$ cat config.mk
export PLATFORM = sky130hd
export DESIGN_NAME = csso_core
export DESIGN_NICKNAME = d
export VERILOG_FILES = /design/src/pkg/csso_pkg.sv /design/src/core/csso_core.sv /design/src/core/csso_alu.sv
export SDC_FILE = /design/constraint.sdc
export NUM_CORES = 1
export LEC_CHECK = 0
export BUFFER_PORTS_ARGS = -buffer_cell sky130_fd_sc_hd__buf_2
export CAP_MARGIN = 25
export CORE_MARGIN = 1
export CORE_UTILIZATION = 50
export DETAILED_ROUTE_END_ITERATION = 10
export GPL_TIMING_DRIVEN = 0
export PLACE_DENSITY = 0.71
export SYNTH_ARGS = -nofsm -noshare
export SYNTH_HDL_FRONTEND = slang
export SYNTH_SLANG_ARGS = --single-unit
$ cat constraint.sdc
create_clock -name core_clk -period 2.9 [get_ports core_clk]
set_input_delay 0.29 -clock core_clk [delete_from_list [all_inputs] [get_ports core_clk]]
set_output_delay 0.29 -clock core_clk [all_outputs]
set_load 0.03 [all_outputs]
$ cat src/pkg/csso_pkg.sv
// Constants and types for the carry, shift, subtract, mask-test and stop execution block
package csso_pkg;
    // Opcodes
    localparam logic [7:0] OPC_SET_CARRY = 8'hDF;
    localparam logic [7:0] OPC_STOP = 8'h7F;
    localparam logic [7:0] OPC_SHR_R = 8'hD0;
    localparam logic [7:0] OPC_SHR_IR = 8'hD1;
    localparam logic [3:0] GRP_SUB = 4'h2;
    localparam logic [3:0] GRP_MASK = 4'h6;
    // Low nibble of a two-operand opcode selects the addressing form
    localparam logic [3:0] MODE_WR_WR = 4'h2;
    localparam logic [3:0] MODE_WR_IWR = 4'h3;
    localparam logic [3:0] MODE_R_R = 4'h4;
    localparam logic [3:0] MODE_R_IR = 4'h5;
    localparam logic [3:0] MODE_R_IM = 4'h6;
    // Working registers sit in this page of the register file
    localparam logic [3:0] WREG_PAGE = 4'hC;
    // Flag positions in the flags vector
    localparam int FLAG_C = 0;
    localparam int FLAG_Z = 1;
    localparam int FLAG_S = 2;
    localparam int FLAG_V = 3;
    localparam int FLAG_D = 4;
    localparam int FLAG_H = 5;
    localparam logic [5:0] FLAGS_RST = 6'h00;
    // Instruction lengths and cycle counts
    localparam logic [1:0] BYTES_1 = 2'd1;
    localparam logic [1:0] BYTES_2 = 2'd2;
    localparam logic [1:0] BYTES_3 = 2'd3;
    localparam logic [2:0] CYC_4 = 3'd4;
    localparam logic [2:0] CYC_6 = 3'd6;

    typedef enum logic [1:0] {
        ALU_SET_C = 2'b00,
        ALU_SHR = 2'b01,
        ALU_SUB = 2'b10,
        ALU_MASK = 2'b11
    } csso_alu_op_t;

    typedef enum logic [3:0] {
        S_FETCH = 4'b0000,
        S_OPND1 = 4'b0001,
        S_OPND2 = 4'b0010,
        S_RDPTR = 4'b0011,
        S_PTRWT = 4'b0100,
        S_GETPTR = 4'b0101,
        S_RDSRC = 4'b0110,
        S_RDDST = 4'b0111,
        S_CAPS = 4'b1000,
        S_EXEC = 4'b1001,
        S_STOP = 4'b1010
    } csso_state_t;
endpackage

$ cat src/core/csso_core.sv
// Sequencer executing set-carry, shift right, subtract, mask test and stop
//
// How it works
// - Set-carry forces carry, other flags kept
// - Shift right keeps bit seven, copies down
// - Shift flags: carry old bit zero, V cleared
// - Stop halts CPU and system clocks
// - Stop mode keeps all register contents
// - External reset or interrupt ends stop
// - Subtract adds source complement, writes destination
// - Subtract flags: borrow, zero, sign, overflow
// - Subtract sets D, H flags low-nibble borrow
// - Mask test inverts destination, writes nothing
// - Mask test flags: Z, S, V cleared
`timescale 1ns/1ps
module csso_core (
    // Clock and reset
    input wire logic core_clk,
    input wire logic rst,
    // Instruction byte stream
    input wire logic fetch_valid,
    input wire logic [7:0] fetch_byte,
    output logic fetch_req_r,
    // Register file port, read data one cycle after read strobe
    output logic [7:0] rf_addr_r,
    output logic rf_rd_r,
    output logic rf_we_r,
    output logic [7:0] rf_wdata_r,
    input wire logic [7:0] rf_rdata,
    // Flags and retirement
    output logic [5:0] flags_r,
    output logic done_r,
    output logic illegal_r,
    output logic [1:0] instr_bytes_r,
    output logic [2:0] instr_cycles_r,
    // Power-down
    input wire logic ext_int,
    output logic stop_mode_r,
    output logic cpu_clk_en_r,
    output logic sys_clk_en_r
);
    import csso_pkg::*;

    csso_state_t state_r;
    csso_state_t state_nxt;
    logic [7:0] opc_r;
    logic [7:0] src_addr_r;
    logic [7:0] dst_addr_r;
    logic [7:0] src_val_r;
    logic src_mem_r;
    logic ind_dst_r;
    logic ext_int_meta_r;
    logic ext_int_sync_r;
    logic take;
    logic is_shr;
    logic [3:0] mode;
    logic [3:0] grp;
    csso_alu_op_t alu_op;
    logic [7:0] alu_result;
    logic [5:0] alu_flags;
    logic alu_wr;

    assign take = fetch_req_r & fetch_valid;
    assign mode = opc_r[3:0];
    assign grp = opc_r[7:4];
    assign is_shr = (opc_r == OPC_SHR_R) || (opc_r == OPC_SHR_IR);

    always_comb begin
        if (opc_r == OPC_SET_CARRY) begin
            alu_op = ALU_SET_C;
        end else if (is_shr) begin
            alu_op = ALU_SHR;
        end else if (grp == GRP_SUB) begin
            alu_op = ALU_SUB;
        end else begin
            alu_op = ALU_MASK;
        end
    end

    csso_alu u_alu (
        .op(alu_op),
        .dst(rf_rdata),
        .src(src_val_r),
        .flags_in(flags_r),
        .result(alu_result),
        .flags_out(alu_flags),
        .wr_dst(alu_wr)
    );

    // Interrupt pin synchroniser
    always_ff @(posedge core_clk) begin
        if (rst) begin
            ext_int_meta_r <= 1'b0;
            ext_int_sync_r <= 1'b0;
        end else begin
            ext_int_meta_r <= ext_int;
            ext_int_sync_r <= ext_int_meta_r;
        end
    end

    function automatic logic legal_two_op(input logic [7:0] b);
        legal_two_op = (b[7:4] == GRP_SUB || b[7:4] == GRP_MASK) && b[3:0] >= MODE_WR_WR && b[3:0] <= MODE_R_IM;
    endfunction

    // Next state
    always_comb begin
        state_nxt = state_r;
        unique case (state_r)
            S_FETCH: begin
                if (take) begin
                    if (fetch_byte == OPC_SET_CARRY) begin
                        state_nxt = S_EXEC;
                    end else if (fetch_byte == OPC_STOP) begin
                        state_nxt = S_STOP;
                    end else if (fetch_byte == OPC_SHR_R || fetch_byte == OPC_SHR_IR || legal_two_op(fetch_byte)) begin
                        state_nxt = S_OPND1;
                    end
                end
            end
            S_OPND1: begin
                if (take) begin
                    if (opc_r == OPC_SHR_R || mode == MODE_WR_WR && !is_shr) begin
                        state_nxt = (opc_r == OPC_SHR_R) ? S_RDDST : S_RDSRC;
                    end else if (opc_r == OPC_SHR_IR || mode == MODE_WR_IWR) begin
                        state_nxt = S_RDPTR;
                    end else begin
                        state_nxt = S_OPND2;
                    end
                end
            end
            S_OPND2: begin
                if (take) begin
                    unique case (mode)
                        MODE_R_R: state_nxt = S_RDSRC;
                        MODE_R_IR: state_nxt = S_RDPTR;
                        default: state_nxt = S_RDDST;
                    endcase
                end
            end
            S_RDPTR: state_nxt = S_PTRWT;
            S_PTRWT: state_nxt = S_GETPTR;
            S_GETPTR: state_nxt = ind_dst_r ? S_RDDST : S_RDSRC;
            S_RDSRC: state_nxt = S_RDDST;
            S_RDDST: state_nxt = S_CAPS;
            S_CAPS: state_nxt = S_EXEC;
            S_EXEC: state_nxt = S_FETCH;
            S_STOP: begin
                if (ext_int_sync_r) begin
                    state_nxt = S_FETCH;
                end
            end
            default: state_nxt = S_FETCH;
        endcase
    end

    always_ff @(posedge core_clk) begin
        if (rst) begin
            state_r <= S_FETCH;
            fetch_req_r <= 1'b0;
        end else begin
            state_r <= state_nxt;
            fetch_req_r <= (state_nxt == S_FETCH) || (state_nxt == S_OPND1) || (state_nxt == S_OPND2);
        end
    end

    // Opcode and operand capture
    always_ff @(posedge core_clk) begin
        if (rst) begin
            opc_r <= 8'h00;
            src_addr_r <= 8'h00;
            dst_addr_r <= 8'h00;
            src_val_r <= 8'h00;
            src_mem_r <= 1'b0;
            ind_dst_r <= 1'b0;
        end else if (take && state_r == S_FETCH) begin
            opc_r <= fetch_byte;
            src_mem_r <= 1'b1;
            ind_dst_r <= (fetch_byte == OPC_SHR_IR);
        end else if (take && state_r == S_OPND1) begin
            if (is_shr) begin
                dst_addr_r <= fetch_byte;
                src_mem_r <= 1'b0;
            end else if (mode == MODE_WR_WR || mode == MODE_WR_IWR) begin
                dst_addr_r <= {WREG_PAGE, fetch_byte[7:4]};
                src_addr_r <= {WREG_PAGE, fetch_byte[3:0]};
            end else if (mode == MODE_R_IM) begin
                dst_addr_r <= fetch_byte;
            end else begin
                src_addr_r <= fetch_byte;
            end
        end else if (take && state_r == S_OPND2) begin
            if (mode == MODE_R_IM) begin
                src_val_r <= fetch_byte;
                src_mem_r <= 1'b0;
            end else begin
                dst_addr_r <= fetch_byte;
            end
        end else if (state_r == S_GETPTR) begin
            if (ind_dst_r) begin
                dst_addr_r <= rf_rdata;
            end else begin
                src_addr_r <= rf_rdata;
            end
        end else if (state_r == S_CAPS && src_mem_r) begin
            src_val_r <= rf_rdata;
        end
    end

    // Register file strobes
    always_ff @(posedge core_clk) begin
        if (rst) begin
            rf_addr_r <= 8'h00;
            rf_rd_r <= 1'b0;
            rf_we_r <= 1'b0;
            rf_wdata_r <= 8'h00;
        end else begin
            rf_rd_r <= 1'b0;
            rf_we_r <= 1'b0;
            unique case (state_r)
                S_RDPTR: begin
                    rf_addr_r <= ind_dst_r ? dst_addr_r : src_addr_r;
                    rf_rd_r <= 1'b1;
                end
                S_RDSRC: begin
                    rf_addr_r <= src_addr_r;
                    rf_rd_r <= 1'b1;
                end
                S_RDDST: begin
                    rf_addr_r <= dst_addr_r;
                    rf_rd_r <= 1'b1;
                end
                S_EXEC: begin
                    rf_addr_r <= dst_addr_r;
                    rf_we_r <= alu_wr;
                    rf_wdata_r <= alu_result;
                end
                default: ;
            endcase
        end
    end

    // Flags and retirement
    always_ff @(posedge core_clk) begin
        if (rst) begin
            flags_r <= FLAGS_RST;
            done_r <= 1'b0;
            illegal_r <= 1'b0;
            instr_bytes_r <= BYTES_1;
            instr_cycles_r <= CYC_4;
        end else begin
            done_r <= (state_r == S_EXEC) || (state_r == S_FETCH && take && fetch_byte == OPC_STOP);
            illegal_r <= (state_r == S_FETCH) && take && (state_nxt == S_FETCH) && fetch_byte != OPC_STOP;
            if (state_r == S_EXEC) begin
                flags_r <= alu_flags;
            end
            if (state_r == S_FETCH && take) begin
                if (fetch_byte == OPC_SET_CARRY || fetch_byte == OPC_STOP) begin
                    instr_bytes_r <= BYTES_1;
                    instr_cycles_r <= CYC_4;
                end else if (fetch_byte == OPC_SHR_R || fetch_byte == OPC_SHR_IR
                    || fetch_byte[3:0] == MODE_WR_WR) begin
                    instr_bytes_r <= BYTES_2;
                    instr_cycles_r <= CYC_4;
                end else begin
                    instr_bytes_r <= (fetch_byte[3:0] == MODE_WR_IWR) ? BYTES_2 : BYTES_3;
                    instr_cycles_r <= CYC_6;
                end
            end
        end
    end

    // Power-down clock gating
    always_ff @(posedge core_clk) begin
        if (rst) begin
            stop_mode_r <= 1'b0;
            cpu_clk_en_r <= 1'b1;
            sys_clk_en_r <= 1'b1;
        end else begin
            stop_mode_r <= (state_nxt == S_STOP);
            cpu_clk_en_r <= (state_nxt != S_STOP);
            sys_clk_en_r <= (state_nxt != S_STOP);
        end
    end

    // Checking
    logic [7:0] dst_seen_r;
    logic [5:0] flags_prev_r;
    always_ff @(posedge core_clk) begin
        dst_seen_r <= rf_rdata;
        flags_prev_r <= flags_r;
    end
endmodule

$ cat src/core/csso_alu.sv
// Operand transform and flag update for the four ALU operations (set-carry, shift, subtract, mask test)
`timescale 1ns/1ps
module csso_alu (
    // Operation
    input wire csso_pkg::csso_alu_op_t op,
    // Operands and flags
    input wire logic [7:0] dst,
    input wire logic [7:0] src,
    input wire logic [5:0] flags_in,
    // Results
    output logic [7:0] result,
    output logic [5:0] flags_out,
    output logic wr_dst
);
    import csso_pkg::*;

    logic [8:0] sum;
    logic [4:0] lo_sum;

    // Two's complement add of the source
    assign sum = {1'b0, dst} + {1'b0, ~src} + 9'h001;
    assign lo_sum = {1'b0, dst[3:0]} + {1'b0, ~src[3:0]} + 5'h01;

    always_comb begin
        result = dst;
        flags_out = flags_in;
        wr_dst = 1'b0;
        unique case (op)
            ALU_SET_C: begin
                flags_out[FLAG_C] = 1'b1;
            end
            ALU_SHR: begin
                result = {dst[7], dst[7:1]};
                wr_dst = 1'b1;
                flags_out[FLAG_C] = dst[0];
                flags_out[FLAG_Z] = (result == 8'h00);
                flags_out[FLAG_S] = result[7];
                flags_out[FLAG_V] = 1'b0;
            end
            ALU_SUB: begin
                result = sum[7:0];
                wr_dst = 1'b1;
                flags_out[FLAG_C] = ~sum[8];
                flags_out[FLAG_Z] = (result == 8'h00);
                flags_out[FLAG_S] = result[7];
                flags_out[FLAG_V] = (dst[7] ^ src[7]) & (result[7] == src[7]);
                flags_out[FLAG_D] = 1'b1;
                flags_out[FLAG_H] = ~lo_sum[4];
            end
            ALU_MASK: begin
                result = ~dst & src;
                flags_out[FLAG_Z] = (result == 8'h00);
                flags_out[FLAG_S] = result[7];
                flags_out[FLAG_V] = 1'b0;
            end
        endcase
    end
endmodule

==> metrics <==
status finished clean; H-tree depth 3; Synth Register Bits 72; clk slew on worst S/H paths 0.08 ns; sw frac 0.271; share of layout cells above drive strength 1 0.175; Critical Path RT 3.18 ns; DR iter-0 viols 314; drc violations 0; critical path arrival approximately 3 ns; Reg power frac 0.478; area leader, netlist dfxtp_1; Post-DP HPWL 9150 um; critical path type reg2reg; Initial Utilization 0.519; synthesis-to-finish area growth 14.0%; final cycle utilization of the critical path 0.920; VDD IR max 0.293 mV; reg-to-reg startpoint opc_r[4]; Post-CTS Setup Repair Bufs 1; Setup-failing EPs final 0; number of synthesized flops with an enable pin 0; CP Max Fanout 10; Synth Area per Inst a little over 8 um^2; Critical Path End Type flip-flop; Placed Instances 672; most frequent CP cell nand2_1; Via density about 6; vias in the first global route 3820; Synth top area share 0.338; R2R Path End rf_wdata_r[0]; Main synth FF type dfxtp_1; WP depth 9; ant diodes 0; total gr overflow 0; CP top delay family simple AND/OR/NAND/NOR gates; Worst Path Buf+Inv 2; TritonCTS buffer count 9; via count roughly 4100; Min-Delay Endpoint ext_int_meta_r; Worst Hold Path Cells 2; Die X-Extent roughly 94 um; max frequency roughly 370 MHz; RD Place Congestion ~0.91; first-pass GRT wire length roughly 19000 um; final hold vios 0; leakage roughly 2.0 nW; CTS sink cnt slightly above 70; syn nets 559; Final Critical Period 2.67 ns; asr flop ratio synth 0; R2R setup slack 0.23 ns; Pint 1.55 mW; row cnt 33; Core Region about 8000 um^2; Worst-Margin Slew 0.710 ns; Clock power frac 0.408; TritonCTS clock tree done; sequential element share of the synthesized area 0.338; combinational fraction of design power 0.114; Yosys warning total 0; P per Cell Area 436 nW/um^2; io pins 55; clock tree buffer depth 2; initial antenna violation count 0; Avg WL per Cell about 18 um; Final ANT Viol Nets 0; clock root cell clkbuf_8; largest cells by area after synthesis dfxtp_1, mux2i_1, ha_1; post-synth cell types 71; Setup crit start opc_r[4]; largest net degree at the start of global routing 13; CP Launch Type flip-flop; max incr delay on CP 0.69 ns; Fin Hold WS 0.153 ns; Final Max Slew Viols 0; CP max stage cell or4b_2; Cell Area, Synth 4270 um^2; Post-Route WL 12400 um; clk_skew 0.0110 ns; latest clock arrival within the worst-skew pair 0.35 ns; Critical Path, Cell by Cell or4b_2 -> nand2_1 -> ha_1 -> clkbuf_1 -> clkbuf_1 -> nand2_1 -> o21ai_0 -> nand2_1 -> a21oi_1; RSZ-0062 raised after global routing no; all-layer global routing usage 0.289; Min-Delay Path Class in2reg; startpoint of the worst hold path ext_int; DIE AREA 8910 um^2; Layout Nets 619; 1st-pass router iterations 5; Non-Filler Instances between 600 and 700; CTS resizes 0; Die H about 94 um; Worst R2R Path Depth 9; Port Buffers between 40 and 50; Gate Count Post-Synth 519; max cap viols 0; Slew headroom 0.526; hold buffer count at cts 0; Sw Pwr 0.576 mW
==> state kept, by name (all words and copies together), names as in the netlist <==
name            flops
state_r             4
rf_wdata_r          8
sys_clk_en_r        1
ext_int_sync_r      1
ext_int_meta_r      1
src_val_r           8
stop_mode_r         1
instr_bytes_r       2
dst_addr_r          8
fetch_req_r         1
rf_rd_r             1
rf_we_r             1
illegal_r           1
src_addr_r          8
flags_r             6
opc_r               8
src_mem_r           1
rf_addr_r           8
done_r              1
instr_cycles_r      1
ind_dst_r           1
==> final cells by class <==
type | count | area, um^2
well taps | 105 | 131
clock inverters | 4 | 51.3
flip-flops and latches | 72 | 1440
multi-input cells | 383 | 2540
inverters | 25 | 93.8
clock buffers | 12 | 165
fillers | 780 | 3350
repair buffers | 49 | 248
plain buffers | 39 | 195
==> kinds of logic (layout without fill, tap and decap cells) <==
logic type	Yosys count	after routing	synth area share
muxes	24	24	0.0563
adders and majority gates	20	20	0.0604
AOI/OAI and AO/OA	141	141	0.236
xor gates and xnor gates	6	6	0.0123
other	2	2	0.00176
DFF	72	72	0.338
and+or+nand+nor	190	190	0.228
buffers and inverters	64	129	0.0677
==> worst max-delay path by stage <==
stage               slack, ns             to
finish                   0.23  rf_wdata_r[0]
global route             0.11  rf_wdata_r[2]
CTS                      0.25     flags_r[1]
detailed placement      -0.03     flags_r[1]
global placement         0.05     flags_r[1]
floorplan                0.56     flags_r[1]
==> placed cells by master, fill, tap and decap left out, drive strengths merged, types with 3 or more instances in the layout <==
cell | synthesis | final
buf | 19 | 68
a31oi | 4 | 4
o22ai | 7 | 7
nor3 | 11 | 11
a221oi | 5 | 5
nand2b | 8 | 8
o31ai | 3 | 3
nand2 | 55 | 55
nor4b | 4 | 4
and2 | 3 | 3
a222oi | 3 | 3
or3 | 4 | 4
nand4 | 4 | 4
a21oi | 33 | 33
nor2 | 57 | 57
nand3b | 3 | 3
nor2b | 3 | 3
mux2i | 24 | 24
inv | 25 | 25
a221o | 4 | 4
o21ai | 24 | 24
xor2 | 4 | 4
nor4 | 10 | 10
a211oi | 22 | 22
ha | 19 | 19
dfxtp | 72 | 72
nand3 | 16 | 16
o21a | 3 | 3
a21o | 4 | 4
a31o | 6 | 6
and3 | 3 | 3
a211o | 5 | 5
clkbuf | 20 | 32
a21boi | 3 | 3
==> through the flow <==
stage	utilization	worst slack, ns	TNS (ns)	instance area [um^2]	total power [mW]
2_1_floorplan	-	0.556	0	4270	1.19
6_report	0.592	0.232	0	4860	2.12
4_1_cts	0.592	0.252	0	4860	2.11
3_5_place_dp	0.564	-0.0330	-0.0330	4640	1.27
3_3_place_gp	0.564	0.0490	0	4640	1.27
5_1_grt	0.592	0.107	0	4860	2.19
==> synth_stat cells, types with 3 or more instances <==
library cell  count
o21ai_2           3
a31oi_1           4
buf_6             3
inv_1            24
a31o_1            6
a221o_1           4
o21ai_0          15
o21ai_1           5
and2_1            3
nor2b_1           3
buf_4             3
nor4_1           10
ha_1             19
a211o_1           5
or3_1             4
nand2b_1          7
nor2_1           57
a222oi_1          3
a21oi_1          32
dfxtp_1          72
a211oi_1         22
mux2i_1          24
a21o_1            4
o21a_1            3
a221oi_1          5
and3_1            3
nand4_1           4
nand3_1          15
o22ai_1           7
buf_2            12
nand2_1          54
xor2_1            4
o31ai_1           3
nor3_1            9
clkbuf_1         20
==> power by group through the flow <==
stage / logic, mW / registers, mW / clock network [mW]
after floorplan: 0.148 / 1.04 / 0
after global placement: 0.232 / 1.04 / 0
after detailed placement: 0.235 / 1.04 / 0
after CTS: 0.236 / 1.01 / 0.864
after global routing: 0.261 / 1.02 / 0.914
final: 0.242 / 1.01 / 0.866
==> layer usage <==
layer / track usage / up-vias / routed length, um
met5: 0 / - / 0
met4: 0.0987 / 0 / 318
met3: 0.0548 / 28 / 850
met2: 0.464 / 189 / 5530
met1: 0.386 / 1920 / 5690
li1: - / 1997 / -
Note: power is estimated with default switching activity, not from simulation.
